**src/rtl/bpb_cfg.svh**
```systemverilog
// register indices, reset values and field constants of the port bank
`ifndef BPB_CFG_SVH
`define BPB_CFG_SVH

// register indices; byte address is four times the index
`define BPB_IDX_A_DATA   8'hc0
`define BPB_IDX_A_DIR    8'hc1
`define BPB_IDX_B_DATA   8'hc2
`define BPB_IDX_B_DIR    8'hc3
`define BPB_IDX_C_DATA   8'hc4
`define BPB_IDX_C_DIR    8'hc5
`define BPB_IDX_A_OD     8'he4
`define BPB_IDX_B_FUNC   8'hf1
`define BPB_IDX_A_PC     8'hf8
`define BPB_IDX_B_PC     8'hf9
`define BPB_IDX_C_PC     8'hfa

// index field inside the byte address
`define BPB_IDX_MSB      9
`define BPB_IDX_LSB      2

`define BPB_CFG_RESET    8'h00
`define BPB_PIN_IDLE     8'hff
`define BPB_RESP_OKAY    2'h0
`define BPB_RESP_DECERR  2'h3

// function-mode bits of port b select register
`define BPB_FN_IRQ_ONE   0
`define BPB_FN_IRQ_TWO   1
`define BPB_FN_TMR_ZERO  2
`define BPB_FN_TMR_ONE   3
`define BPB_FN_TMR_TWO   4
`define BPB_FN_EVT_CNT   5
// pins handed to functions, and those of them that are outputs
`define BPB_FMASK_B      8'h0f
`define BPB_OMASK_B      8'h0c
`define BPB_FMASK_C      8'h30
`define BPB_OMASK_C      8'h10

`endif

```
**src/rtl/bpb_pkg.sv**
```systemverilog
// types shared by the port bank modules
`include "bpb_cfg.svh"

package bpb_pkg;

  typedef enum logic [3:0] {
    BPB_REG_NONE,
    BPB_REG_A_DATA,
    BPB_REG_A_DIR,
    BPB_REG_B_DATA,
    BPB_REG_B_DIR,
    BPB_REG_C_DATA,
    BPB_REG_C_DIR,
    BPB_REG_A_OD,
    BPB_REG_B_FUNC,
    BPB_REG_A_PC,
    BPB_REG_B_PC,
    BPB_REG_C_PC
  } bpb_reg_e;

  typedef struct packed {
    logic [7:0] out;
    logic [7:0] oe_n;
    logic [7:0] pullup_en;
  } bpb_pad_s;

  typedef struct packed {
    logic [7:0] dir;
    logic [7:0] data;
    logic [7:0] od;
    logic [7:0] pc;
  } bpb_pin_cfg_s;

  typedef struct packed {
    logic [7:0] dir_a;
    logic [7:0] dir_b;
    logic [7:0] dir_c;
    logic [7:0] data_a;
    logic [7:0] data_b;
    logic [7:0] data_c;
    logic [7:0] od_a;
    logic [7:0] pc_a;
    logic [7:0] pc_b;
    logic [7:0] pc_c;
    logic [7:0] mode_b;
    logic       aw_rdy;
    logic       aw_held;
    logic [7:0] aw_idx;
    logic       w_rdy;
    logic       w_held;
    logic [7:0] wdata;
    logic       wlane;
    logic       bvalid;
    logic [1:0] bresp;
    logic       ar_rdy;
    logic       rvalid;
    logic [1:0] rresp;
    logic [7:0] rdata;
    logic       irq_one;
    logic       irq_two;
    logic       evt_cnt;
  } bpb_state_s;

endpackage

```
**src/rtl/bpb_pin_sync.sv**
```systemverilog
// three-stage pin synchroniser with agreement filter
`timescale 1ns/1ps
`include "bpb_cfg.svh"

module bpb_pin_sync
  import bpb_pkg::*;
#(
  parameter int W = 24
) (
  input  wire logic         clk,
  input  wire logic         srst,
  input  wire logic [W-1:0] pin_async,
  output logic      [W-1:0] level
);

  typedef struct packed {
    logic [W-1:0] s1;
    logic [W-1:0] s2;
    logic [W-1:0] s3;
    logic [W-1:0] lvl;
  } bpb_sync_s;

  bpb_sync_s st_reg;
  bpb_sync_s st_next;

  always_comb begin
    st_next     = st_reg;
    st_next.s1  = pin_async;
    st_next.s2  = st_reg.s1;
    st_next.s3  = st_reg.s2;
    // a change counts once stages two and three agree
    st_next.lvl = (st_reg.s2 & st_reg.s3) | (st_reg.lvl & (st_reg.s2 ^ st_reg.s3));
    if (srst) begin
      st_next = '0;
    end
  end

  always_ff @(posedge clk) begin
    st_reg <= st_next;
  end

  assign level = st_reg.lvl;

endmodule

```
**src/rtl/bpb_port_pad.sv**
```systemverilog
// registered pad driver for one 8-bit port
`timescale 1ns/1ps
`include "bpb_cfg.svh"

module bpb_port_pad
  import bpb_pkg::*;
(
  input  wire logic         clk,
  input  wire logic         srst,
  input  wire bpb_pin_cfg_s cfg_next,
  output bpb_pad_s          pad
);

  bpb_pad_s pad_reg;
  bpb_pad_s pad_next;

  always_comb begin
    // open-drain bits only ever pull low
    pad_next.out       = cfg_next.data & ~cfg_next.od;
    pad_next.oe_n      = ~(cfg_next.dir & (~cfg_next.od | ~cfg_next.data));
    // pull-up off for any output pin
    pad_next.pullup_en = ~cfg_next.dir & ~cfg_next.pc;
    if (srst) begin
      pad_next.out       = `BPB_CFG_RESET;
      pad_next.oe_n      = `BPB_PIN_IDLE;
      pad_next.pullup_en = `BPB_PIN_IDLE;
    end
  end

  always_ff @(posedge clk) begin
    pad_reg <= pad_next;
  end

  assign pad = pad_reg;
endmodule

```
**src/rtl/bpb_port_bank.sv**
```systemverilog
// bidirectional port bank with axi4-lite register slave
`timescale 1ns/1ps
`include "bpb_cfg.svh"
// What this block does
// - direction bit one makes pin output, zero makes it input, per bit.
// - direction register is write-only and resets to zero, all inputs.
// - output pins drive the data register; reads of input pins return level.
// - data register keeps no reset value; undefined until written.
// - open-drain select one gives open-drain, zero push-pull, on outputs.
// - open-drain select is write-only and resets to zero.
// - pull-up control one disables, zero enables the input pull-up.
// - pull-up is switched off automatically while the pin is an output.
// - pull-up control is write-only and resets to zero, pull-ups on.
// - port b mode bit zero gives port use, one gives alternate function.
// - port b mode register is write-only and resets to zero.
// - direction bit decides pin role only while its mode bit is zero.
// - function pins: two irq inputs, three timer outputs, one event input.
// - port a data and direction sit at consecutive indices c0 and c1.
// - port b data and direction follow at indices c2 and c3.
// - port c data and direction at c4, c5; pull-up control at fa.

module bpb_port_bank
  import bpb_pkg::*;
#(
  parameter int ADDR_W = 12
) (
  input  wire logic              clk,
  input  wire logic              srst,
  input  wire logic [ADDR_W-1:0] s_axi_awaddr,
  input  wire logic [2:0]        s_axi_awprot,
  input  wire logic              s_axi_awvalid,
  output logic                   s_axi_awready,
  input  wire logic [31:0]       s_axi_wdata,
  input  wire logic [3:0]        s_axi_wstrb,
  input  wire logic              s_axi_wvalid,
  output logic                   s_axi_wready,
  output logic [1:0]             s_axi_bresp,
  output logic                   s_axi_bvalid,
  input  wire logic              s_axi_bready,
  input  wire logic [ADDR_W-1:0] s_axi_araddr,
  input  wire logic [2:0]        s_axi_arprot,
  input  wire logic              s_axi_arvalid,
  output logic                   s_axi_arready,
  output logic [31:0]            s_axi_rdata,
  output logic [1:0]             s_axi_rresp,
  output logic                   s_axi_rvalid,
  input  wire logic              s_axi_rready,
  input  wire logic [7:0]        port_a_pin_in,
  input  wire logic [7:0]        port_b_pin_in,
  input  wire logic [7:0]        port_c_pin_in,
  output bpb_pad_s               port_a_pad,
  output bpb_pad_s               port_b_pad,
  output bpb_pad_s               port_c_pad,
  input  wire logic              timer_zero_output,
  input  wire logic              timer_one_output,
  input  wire logic              timer_two_output,
  output logic                   external_irq_one_input,
  output logic                   external_irq_two_input,
  output logic                   event_count_input
);

  bpb_state_s   st_reg;
  bpb_state_s   st_next;
  logic [23:0]  pin_lvl;
  logic         aw_fire;
  logic         w_fire;
  logic         ar_fire;
  logic         wr_do;
  bpb_reg_e     wr_reg;
  bpb_reg_e     rd_reg;
  logic [7:0]   tmr_b;
  logic [7:0]   tmr_c;
  bpb_pin_cfg_s cfg_a_next;
  bpb_pin_cfg_s cfg_b_next;
  bpb_pin_cfg_s cfg_c_next;

  function automatic bpb_reg_e reg_decode(input logic [7:0] idx);
    if (idx == `BPB_IDX_A_DATA) begin
      reg_decode = BPB_REG_A_DATA;
    end else if (idx == `BPB_IDX_A_DIR) begin
      reg_decode = BPB_REG_A_DIR;
    end else if (idx == `BPB_IDX_B_DATA) begin
      reg_decode = BPB_REG_B_DATA;
    end else if (idx == `BPB_IDX_B_DIR) begin
      reg_decode = BPB_REG_B_DIR;
    end else if (idx == `BPB_IDX_C_DATA) begin
      reg_decode = BPB_REG_C_DATA;
    end else if (idx == `BPB_IDX_C_DIR) begin
      reg_decode = BPB_REG_C_DIR;
    end else if (idx == `BPB_IDX_A_OD) begin
      reg_decode = BPB_REG_A_OD;
    end else if (idx == `BPB_IDX_B_FUNC) begin
      reg_decode = BPB_REG_B_FUNC;
    end else if (idx == `BPB_IDX_A_PC) begin
      reg_decode = BPB_REG_A_PC;
    end else if (idx == `BPB_IDX_B_PC) begin
      reg_decode = BPB_REG_B_PC;
    end else if (idx == `BPB_IDX_C_PC) begin
      reg_decode = BPB_REG_C_PC;
    end else begin
      reg_decode = BPB_REG_NONE;
    end
  endfunction

  // outputs read back the data register, inputs the pin level
  function automatic logic [7:0] port_rd(input logic [7:0] dir,
                                         input logic [7:0] data,
                                         input logic [7:0] lvl);
    port_rd = (dir & data) | (~dir & lvl);
  endfunction

  // direction after the function select takes its pins over
  function automatic logic [7:0] eff_dir(input logic [7:0] dir,
                                         input logic [7:0] mode,
                                         input logic [7:0] fmask,
                                         input logic [7:0] omask);
    eff_dir = (dir & ~(mode & fmask)) | (mode & omask);
  endfunction

  function automatic logic [7:0] eff_data(input logic [7:0] data,
                                          input logic [7:0] mode,
                                          input logic [7:0] omask,
                                          input logic [7:0] tmr);
    eff_data = (data & ~(mode & omask)) | (mode & omask & tmr);
  endfunction

  bpb_pin_sync #(
    .W (24)
  ) u_sync (
    .clk       (clk),
    .srst      (srst),
    .pin_async ({port_c_pin_in, port_b_pin_in, port_a_pin_in}),
    .level     (pin_lvl)
  );

  always_comb begin
    st_next = st_reg;
    aw_fire = s_axi_awvalid & st_reg.aw_rdy;
    w_fire  = s_axi_wvalid & st_reg.w_rdy;
    ar_fire = s_axi_arvalid & st_reg.ar_rdy;
    wr_do   = st_reg.aw_held & st_reg.w_held & ~st_reg.bvalid;
    wr_reg  = reg_decode(st_reg.aw_idx);
    rd_reg  = reg_decode(s_axi_araddr[`BPB_IDX_MSB:`BPB_IDX_LSB]);

    if (aw_fire) begin
      st_next.aw_held = 1'b1;
      st_next.aw_idx  = s_axi_awaddr[`BPB_IDX_MSB:`BPB_IDX_LSB];
    end
    if (w_fire) begin
      st_next.w_held = 1'b1;
      st_next.wdata  = s_axi_wdata[7:0];
      st_next.wlane  = s_axi_wstrb[0];
    end
    if (st_reg.bvalid && s_axi_bready) begin
      st_next.bvalid = 1'b0;
    end

    // whole byte stored at once; no merge with earlier contents
    if (wr_do) begin
      st_next.aw_held = 1'b0;
      st_next.w_held  = 1'b0;
      st_next.bvalid  = 1'b1;
      st_next.bresp   = (wr_reg == BPB_REG_NONE) ? `BPB_RESP_DECERR : `BPB_RESP_OKAY;
      if (st_reg.wlane) begin
        case (wr_reg)
          BPB_REG_A_DATA: st_next.data_a = st_reg.wdata;
          BPB_REG_A_DIR:  st_next.dir_a  = st_reg.wdata;
          BPB_REG_B_DATA: st_next.data_b = st_reg.wdata;
          BPB_REG_B_DIR:  st_next.dir_b  = st_reg.wdata;
          BPB_REG_C_DATA: st_next.data_c = st_reg.wdata;
          BPB_REG_C_DIR:  st_next.dir_c  = st_reg.wdata;
          BPB_REG_A_OD:   st_next.od_a   = st_reg.wdata;
          BPB_REG_B_FUNC: st_next.mode_b = st_reg.wdata;
          BPB_REG_A_PC:   st_next.pc_a   = st_reg.wdata;
          BPB_REG_B_PC:   st_next.pc_b   = st_reg.wdata;
          BPB_REG_C_PC:   st_next.pc_c   = st_reg.wdata;
          default: begin
          end
        endcase
      end
    end

    if (st_reg.rvalid && s_axi_rready) begin
      st_next.rvalid = 1'b0;
    end
    if (ar_fire) begin
      st_next.rvalid = 1'b1;
      st_next.rresp  = `BPB_RESP_OKAY;
      st_next.rdata  = `BPB_CFG_RESET;
      // write-only registers read as zero
      case (rd_reg)
        BPB_REG_A_DATA: begin
          st_next.rdata = port_rd(st_reg.dir_a, st_reg.data_a, pin_lvl[7:0]);
        end
        BPB_REG_B_DATA: begin
          st_next.rdata = port_rd(st_reg.dir_b & ~(st_reg.mode_b & `BPB_FMASK_B),
                                  st_reg.data_b, pin_lvl[15:8]);
        end
        BPB_REG_C_DATA: begin
          st_next.rdata = port_rd(st_reg.dir_c & ~(st_reg.mode_b & `BPB_FMASK_C),
                                  st_reg.data_c, pin_lvl[23:16]);
        end
        BPB_REG_NONE: begin
          st_next.rresp = `BPB_RESP_DECERR;
        end
        default: begin
        end
      endcase
    end

    // function inputs pass the filtered pin level on
    st_next.irq_one = st_reg.mode_b[`BPB_FN_IRQ_ONE] & pin_lvl[8 + `BPB_FN_IRQ_ONE];
    st_next.irq_two = st_reg.mode_b[`BPB_FN_IRQ_TWO] & pin_lvl[8 + `BPB_FN_IRQ_TWO];
    st_next.evt_cnt = st_reg.mode_b[`BPB_FN_EVT_CNT] & pin_lvl[16 + `BPB_FN_EVT_CNT];

    st_next.aw_rdy = ~st_next.aw_held;
    st_next.w_rdy  = ~st_next.w_held;
    st_next.ar_rdy = ~st_next.rvalid;

    // data registers deliberately keep their contents through reset
    if (srst) begin
      st_next.dir_a   = `BPB_CFG_RESET;
      st_next.dir_b   = `BPB_CFG_RESET;
      st_next.dir_c   = `BPB_CFG_RESET;
      st_next.od_a    = `BPB_CFG_RESET;
      st_next.pc_a    = `BPB_CFG_RESET;
      st_next.pc_b    = `BPB_CFG_RESET;
      st_next.pc_c    = `BPB_CFG_RESET;
      st_next.mode_b  = `BPB_CFG_RESET;
      st_next.aw_rdy  = 1'b0;
      st_next.aw_held = 1'b0;
      st_next.aw_idx  = `BPB_CFG_RESET;
      st_next.w_rdy   = 1'b0;
      st_next.w_held  = 1'b0;
      st_next.wdata   = `BPB_CFG_RESET;
      st_next.wlane   = 1'b0;
      st_next.bvalid  = 1'b0;
      st_next.bresp   = `BPB_RESP_OKAY;
      st_next.ar_rdy  = 1'b0;
      st_next.rvalid  = 1'b0;
      st_next.rresp   = `BPB_RESP_OKAY;
      st_next.rdata   = `BPB_CFG_RESET;
      st_next.irq_one = 1'b0;
      st_next.irq_two = 1'b0;
      st_next.evt_cnt = 1'b0;
    end
  end

  always_ff @(posedge clk) begin
    st_reg <= st_next;
  end

  // timer outputs placed on their pin positions
  assign tmr_b = {4'h0, timer_one_output, timer_zero_output, 2'h0};
  assign tmr_c = {3'h0, timer_two_output, 4'h0};

  // pads take the next register values, so a write shows on the pad at the same edge as in the register
  assign cfg_a_next = '{dir: st_next.dir_a, data: st_next.data_a,
                        od: st_next.od_a, pc: st_next.pc_a};
  assign cfg_b_next = '{dir:  eff_dir(st_next.dir_b, st_next.mode_b, `BPB_FMASK_B, `BPB_OMASK_B),
                        data: eff_data(st_next.data_b, st_next.mode_b, `BPB_OMASK_B, tmr_b),
                        od:   `BPB_CFG_RESET, pc: st_next.pc_b};
  assign cfg_c_next = '{dir:  eff_dir(st_next.dir_c, st_next.mode_b, `BPB_FMASK_C, `BPB_OMASK_C),
                        data: eff_data(st_next.data_c, st_next.mode_b, `BPB_OMASK_C, tmr_c),
                        od:   `BPB_CFG_RESET, pc: st_next.pc_c};

  bpb_port_pad u_pad_a (
    .clk      (clk),
    .srst     (srst),
    .cfg_next (cfg_a_next),
    .pad      (port_a_pad)
  );

  bpb_port_pad u_pad_b (
    .clk      (clk),
    .srst     (srst),
    .cfg_next (cfg_b_next),
    .pad      (port_b_pad)
  );

  bpb_port_pad u_pad_c (
    .clk      (clk),
    .srst     (srst),
    .cfg_next (cfg_c_next),
    .pad      (port_c_pad)
  );

  assign s_axi_awready          = st_reg.aw_rdy;
  assign s_axi_wready           = st_reg.w_rdy;
  assign s_axi_bvalid           = st_reg.bvalid;
  assign s_axi_bresp            = st_reg.bresp;
  assign s_axi_arready          = st_reg.ar_rdy;
  assign s_axi_rvalid           = st_reg.rvalid;
  assign s_axi_rresp            = st_reg.rresp;
  assign s_axi_rdata            = {24'h0, st_reg.rdata};
  assign external_irq_one_input = st_reg.irq_one;
  assign external_irq_two_input = st_reg.irq_two;
  assign event_count_input      = st_reg.evt_cnt;
endmodule

```
**config.mk**
```make
export PLATFORM = sky130hd
export DESIGN_NAME = bpb_port_bank
export DESIGN_NICKNAME = d
export VERILOG_FILES = /design/src/rtl/bpb_pkg.sv /design/src/rtl/bpb_pin_sync.sv /design/src/rtl/bpb_port_pad.sv /design/src/rtl/bpb_port_bank.sv
export VERILOG_INCLUDE_DIRS = /design/src /design/src/rtl
export SDC_FILE = /design/constraint.sdc
export NUM_CORES = 1
export LEC_CHECK = 0
export ABC_AREA = 1
export BUFFER_PORTS_ARGS = -buffer_cell sky130_fd_sc_hd__buf_2
export CAP_MARGIN = 30
export CORE_MARGIN = 1
export CORE_UTILIZATION = 56
export CTS_CLUSTER_DIAMETER = 200
export CTS_CLUSTER_SIZE = 14
export DETAILED_ROUTE_END_ITERATION = 12
export PLACE_DENSITY = 0.8
export SLEW_MARGIN = 0
export SYNTH_ARGS = -nofsm -noshare
export SYNTH_HDL_FRONTEND = slang
export SYNTH_SLANG_ARGS = --single-unit
```
**constraint.sdc**
```tcl
create_clock -name clk -period 1.7 [get_ports clk]
set_input_delay 0.085 -clock clk [delete_from_list [all_inputs] [get_ports clk]]
set_output_delay 0.085 -clock clk [all_outputs]
set_load 0.01 [all_outputs]
```
[Word level (Yosys, flattened, before mapping)]
Index checks and enable logic that the tools add are counted.
Storage, ports and cells
  output and inout port bits: 116
  word-level logic and storage cells: 192
  register bits after elaboration: 295
Cells by class
  bitwise gates (word level): 61
  reduce and logical (&&, ||, !) cells: 6
  eq/ne operators: 36
  multiplexer cells: 48
Operators with widths (number)
  $eq A8 B8 Y1 const B: 22
  $mux W88: 2
  $and A8 B8 Y8: 17
  $not A8 Y8: 12
  $mux W4: 22
  $mux W8: 11
  $mux W79: 1
  $and A24 B24 Y24: 2
  $or A8 B8 Y8: 4
  $mux W24: 1
  $not A4 Y8: 3
  $or A24 B24 Y24: 1
  $pmux W8 S3: 1
  $xor A24 B24 Y24: 1
  $eq A4 B3 Y1 const B: 5
  $eq A4 B4 Y1 const B: 4
  $not A6 Y8: 2
  $or A8 B4 Y8: 2
  $or A8 B5 Y8: 2
  $eq A4 B2 Y1 const B: 3
  $mux W11: 1
  $mux W10: 1
  $mux W9: 1
  $and A1 B1 Y1: 8
  12 further kinds: 22

[Longest topological paths before layout]
  depth in word-level cells: 22
  mapped depth: 15
  mapped depth without buffers: 14

[Cells and area by module]
Synthesis repeated with hierarchy kept, for this count alone.
Second synthesis, totals
  cell total of the unflattened synthesis: 1808
  area total of the unflattened synthesis: 12788.5 um^2
Modules (own cells, without submodules)
  bpb_port_bank: times used 1, cells each 1236, area each 7294.5 um^2, seq. area each 2462.4 um^2
  bpb_pin_sync: times used 1, cells each 371, area each 3414.5 um^2, seq. area each 1921.8 um^2
  bpb_port_pad: times used 3, cells each 67, area each 693.2 um^2, seq. area each 480.5 um^2

[Worst setup path before layout]
No wires, ideal clock.
  path kind: reg2reg
  from: register st_reg[35] (netlist bit)
  to: register u_pad_b.pad_reg, in the netlist u_pad_b.pad[7]
  required time: 1.591 ns
  buffers on the path: 1
  path slack: 0.219 ns
  data arrival time: 1.372 ns
  stages on the path, launching flop included: 13
  clock period less this slack: 1.481 ns
  path through: dfxtp_1 -> nand2_4 -> nor2_4 -> nand2_2 -> buf_2 -> o21ai_0 -> nand2_1 -> nand2_1 -> nand2_1 -> nand2_1 -> nand2_1 -> nand2_1 -> inv_1
On the way
  longest elaborated chain between the ends: 21
  elaborated cells between the ends (all ways): 35
RTL lines
  start, declared: RTL line bpb_port_bank.sv:62  | bpb_state_s st_reg;
  start signal, assigned: RTL line bpb_port_bank.sv:250  | st_reg <= st_next;
  $eq A8 B8 Y1 (no source line)
  $mux W4: RTL line bpb_port_bank.sv:98  | end else if (idx == `BPB_IDX_C_PC) begin
  $mux W4: RTL line bpb_port_bank.sv:96  | end else if (idx == `BPB_IDX_B_PC) begin
  $mux W4: RTL line bpb_port_bank.sv:94  | end else if (idx == `BPB_IDX_A_PC) begin
  $mux W4: RTL line bpb_port_bank.sv:92  | end else if (idx == `BPB_IDX_B_FUNC) begin
  $mux W4: RTL line bpb_port_bank.sv:90  | end else if (idx == `BPB_IDX_A_OD) begin
  $mux W4: RTL line bpb_port_bank.sv:88  | end else if (idx == `BPB_IDX_C_DIR) begin
  $mux W4: RTL line bpb_port_bank.sv:86  | end else if (idx == `BPB_IDX_C_DATA) begin
  [5 not listed]
  $mux W8: RTL line bpb_port_bank.sv:165  | case (wr_reg)
  $mux W88 (*): RTL line bpb_port_bank.sv:164  | if (st_reg.wlane) begin
  $mux W88 (*): RTL line bpb_port_bank.sv:159  | if (wr_do) begin
  $mux W24: RTL line bpb_port_bank.sv:221  | if (srst) begin
  $and A8 B8 Y8: RTL line bpb_port_bank.sv:117  | eff_dir = (dir & ~(mode & fmask)) | (mode & omask);
  $or A8 B4 Y8: RTL line bpb_port_bank.sv:117
  $not A8 Y8: RTL line bpb_port_pad.sv:22  | pad_next.pullup_en = ~cfg_next.dir & ~cfg_next.pc;
  $and A8 B8 Y8 (*): RTL line bpb_port_pad.sv:22
  end signal, assigned: RTL line bpb_port_pad.sv:31  | pad_reg <= pad_next;
  end, declared: RTL line bpb_port_pad.sv:14  | bpb_pad_s pad_reg;
Every way passes the cells marked *; elsewhere a longest branch is shown, timed or not.
A chain may end at the register's enable or synchronous reset.

==> results.cfg <==
[grt]
grt_max_degree = 87
overflow = 0
grt_pass1_vias = 10654
grt_pass1_wl_mm = 53.3
track_usage_pct = 28.4
grt_antenna_before_repair = 0

[cts]
clk_pin_slew_worst_paths_ns = 0.07
htree_levels = 1
clk_path_buf_depth = 3
root_buffer = clkbuf_16
cts_inserted_buffers = 24
insertion_delay_ns = 0.53
cts_tree = done
cts.sinks = 291

[logic_synthesis]
seq_area_frac_synth_pct = 45.9
postSynthAreaPerCell_um2 = 7.12
ys_ff_latch = 291
synth_area_mm2 = 0.0127
syn_inst = 1785
yosys_warnings = 0
ys_types = 34

[drt]
vias = 11886
drc = 9
final_antenna_net_count = 0
drt_wl_total_mm = 35.0
vias_per_cell = 5.19
avgRoutedWirePerCell_um = 15.3
dr.pass1.iters = 11
drt_iter0_markers = 1064

[floorplan]
start_util_pct = 57.7
core_mm2 = 0.0220
die-area_mm2 = 0.0233
boundaryPins = 216
die_y_um = 153
fp.dieW_um = 153
row_count = 54

[placed_design]
dp_hpwl_mm = 22.7
placed_cells = 2195
io_buffers = 150
gp_congestion = 0.870

[timing]
finalHoldViolations = 0
setup_ws_ns = -0.00250
period_minus_slack_ns = 1.70
fmax_mhz = 587
fin_skew_ns = 0.0104
rsz0062_at_grt = yes
finalSetupViolCount = 1
period_share_pct = 100
setup_tns_ns = -0.00250
slew_violations = 0

[run]
max_cap_viol_count = 0

[run_status]
status = complete, but fails checks
violations = design-rule violations, negative setup slack

[critical_path]
cp.required_ns = 2.11
crit_fanout = 7
start_kind = register
end_kind = register
cp.arrival_ns = 2.12
path_class = reg -> reg

[cells_and_area]
utilization_pct = 69.7
final_common_cell = nand2_1
layout-drive-gt1-share_pct = 19.3
area_growth_syn_to_layout_pct = 20.9
final_cell_mix = nand2_1 (646), dfxtp_1 (282), inv_1 (204), buf_2 (149), nor2_1 (141)
antennaDiodeCount = 0
instances_no_fill = 2288
largest_reg_flops = 105
final_nets = 2131

[worst_hold_path]
min_path_type = in -> reg

[power]
powerDensity_mw_per_mm2 = 901
leakage_nw = 7.67
irDropWorstVdd_mv = 0.676
-- logic make-up after synthesis --
| kind of cell | count (synthesis) | share of synthesized area (%) |
|---|---|---|
| AND/OR/NAND/NOR | 900 | 28.8 |
| buffers and inverters | 328 | 12.0 |
| flip-flops | 291 | 45.9 |
| AO/OA/AOI/OAI | 240 | 10.8 |
| adder cells (fa/ha/maj) | 24 | 2.36 |
| multiplexers | 1 | 0.0887 |
| other | 1 | 0.0295 |
-- stage by stage --
stage          worst slack (ns)  hold WS, ns  total power, mW  area, um2
2_1_floorplan             0.219        0.192             8.39      12800
3_3_place_gp             0.0242        0.288             8.83      13900
3_5_place_dp            -0.0337        0.291             8.87      13900
4_1_cts                 -0.0213      0.00413             13.7      15000
5_1_grt                 -0.0515       0.0480             14.4      15400
6_report               -0.00250       0.0318             13.8      15400
-- cell usage after synthesis --
cell        n  area share, %
nand2_1   658             19
dfxtp_1   291             46
inv_1     210            6.2
nor2_1    148            4.4
a21oi_1    68            2.7
o21ai_1    65            2.6
o21ai_0    56            2.2
buf_4      45            2.7
nand3_1    43            1.7
clkbuf_1   30           0.89
ha_1       24            2.4
a21oi_2    23            1.6
o211ai_1   18            1.1
buf_2      17           0.67
buf_6      12            1.1
nand2_2    12           0.59
nor2_2      9           0.44
o21ai_2     9           0.62
nand3_2     8           0.63
buf_1       7           0.21
nand2_4     7           0.62
inv_2       4           0.12
nand4_1     3           0.15
nor3_1      3           0.12
or2_2       3           0.15
clkinv_1    2          0.059
nor2_4      2           0.18
nor2_8      2           0.32
buf_12      1           0.16
conb_1      1          0.030
mux2_2      1          0.089
nand3b_1    1          0.059
nor3_2      1          0.079
o31ai_1     1          0.059
-- final cells by class --
type	count	area [um2]
multi-input combinational	1194	5690
fill	1778	6670
clock buffer	25	604
inverter	216	818
timing repair buffer	280	2040
tap	280	350
clock inverter	2	21.3
sequential	291	5840
-- routing by layer --
layer  track usage, %  up-vias  routed length [um]
met5                0        -                   0
met4             13.7        0                1840
met3             3.98      125                3000
met2             47.6      565               16100
met1             36.0     5352               14100
li1                 -     5844                   -
-- final timing paths --
kind / startpoint / end / slack [ns] / depth (start not counted)
worst max-delay path: st_reg[34]$_SDFFE_PP0P_ / u_pad_a.pad[7]$_SDFF_PP1_ / -0.003 / 12
worst min-delay path: s_axi_araddr[3] / s_axi_rresp[0]$_SDFFE_PP0P_ / 0.03 / 6
worst max register to register: st_reg[34]$_SDFFE_PP0P_ / u_pad_a.pad[7]$_SDFF_PP1_ / -0.003 / 12
worst min register to register: u_sync.st_reg[75]$_SDFF_PP0_ / u_sync.st_reg[51]$_SDFF_PP0_ / 0.40 / 2
-- report_power, final --
| group | internal (mW) | switching (mW) |
|---|---|---|
| clock network | 2.51 | 2.37 |
| registers | 7.11 | 0.151 |
| logic | 0.626 | 1.06 |
| total | 10.3 | 3.58 |
-- worst max-delay path, cell delays in order, from the launching register on --
cell and delay, ns:
dfxtp_2 0.32, inv_2 0.09, nand2_4 0.07, nor2_8 0.13, buf_12 0.16, nand2_8 0.09, buf_4 0.15, o21ai_1 0.13
nand2_1 0.07, nand2_1 0.05, nand2_1 0.05, a21oi_2 0.17, nor2_1 0.08
-- timing repair --
| action | 4_1_cts | 5_1_grt |
|---|---|---|
| gates cloned | 0 | 5 |
| hold endpoints to repair | 51 | 0 |
| hold buffers | 47 | 0 |
| endpoints found under the setup margin | 7 | 77 |
| setup buffers | 0 | 14 |
| resized for setup | 4 | 69 |
| pin swaps | 0 | 19 |
(Power assumes the default switching activity.)
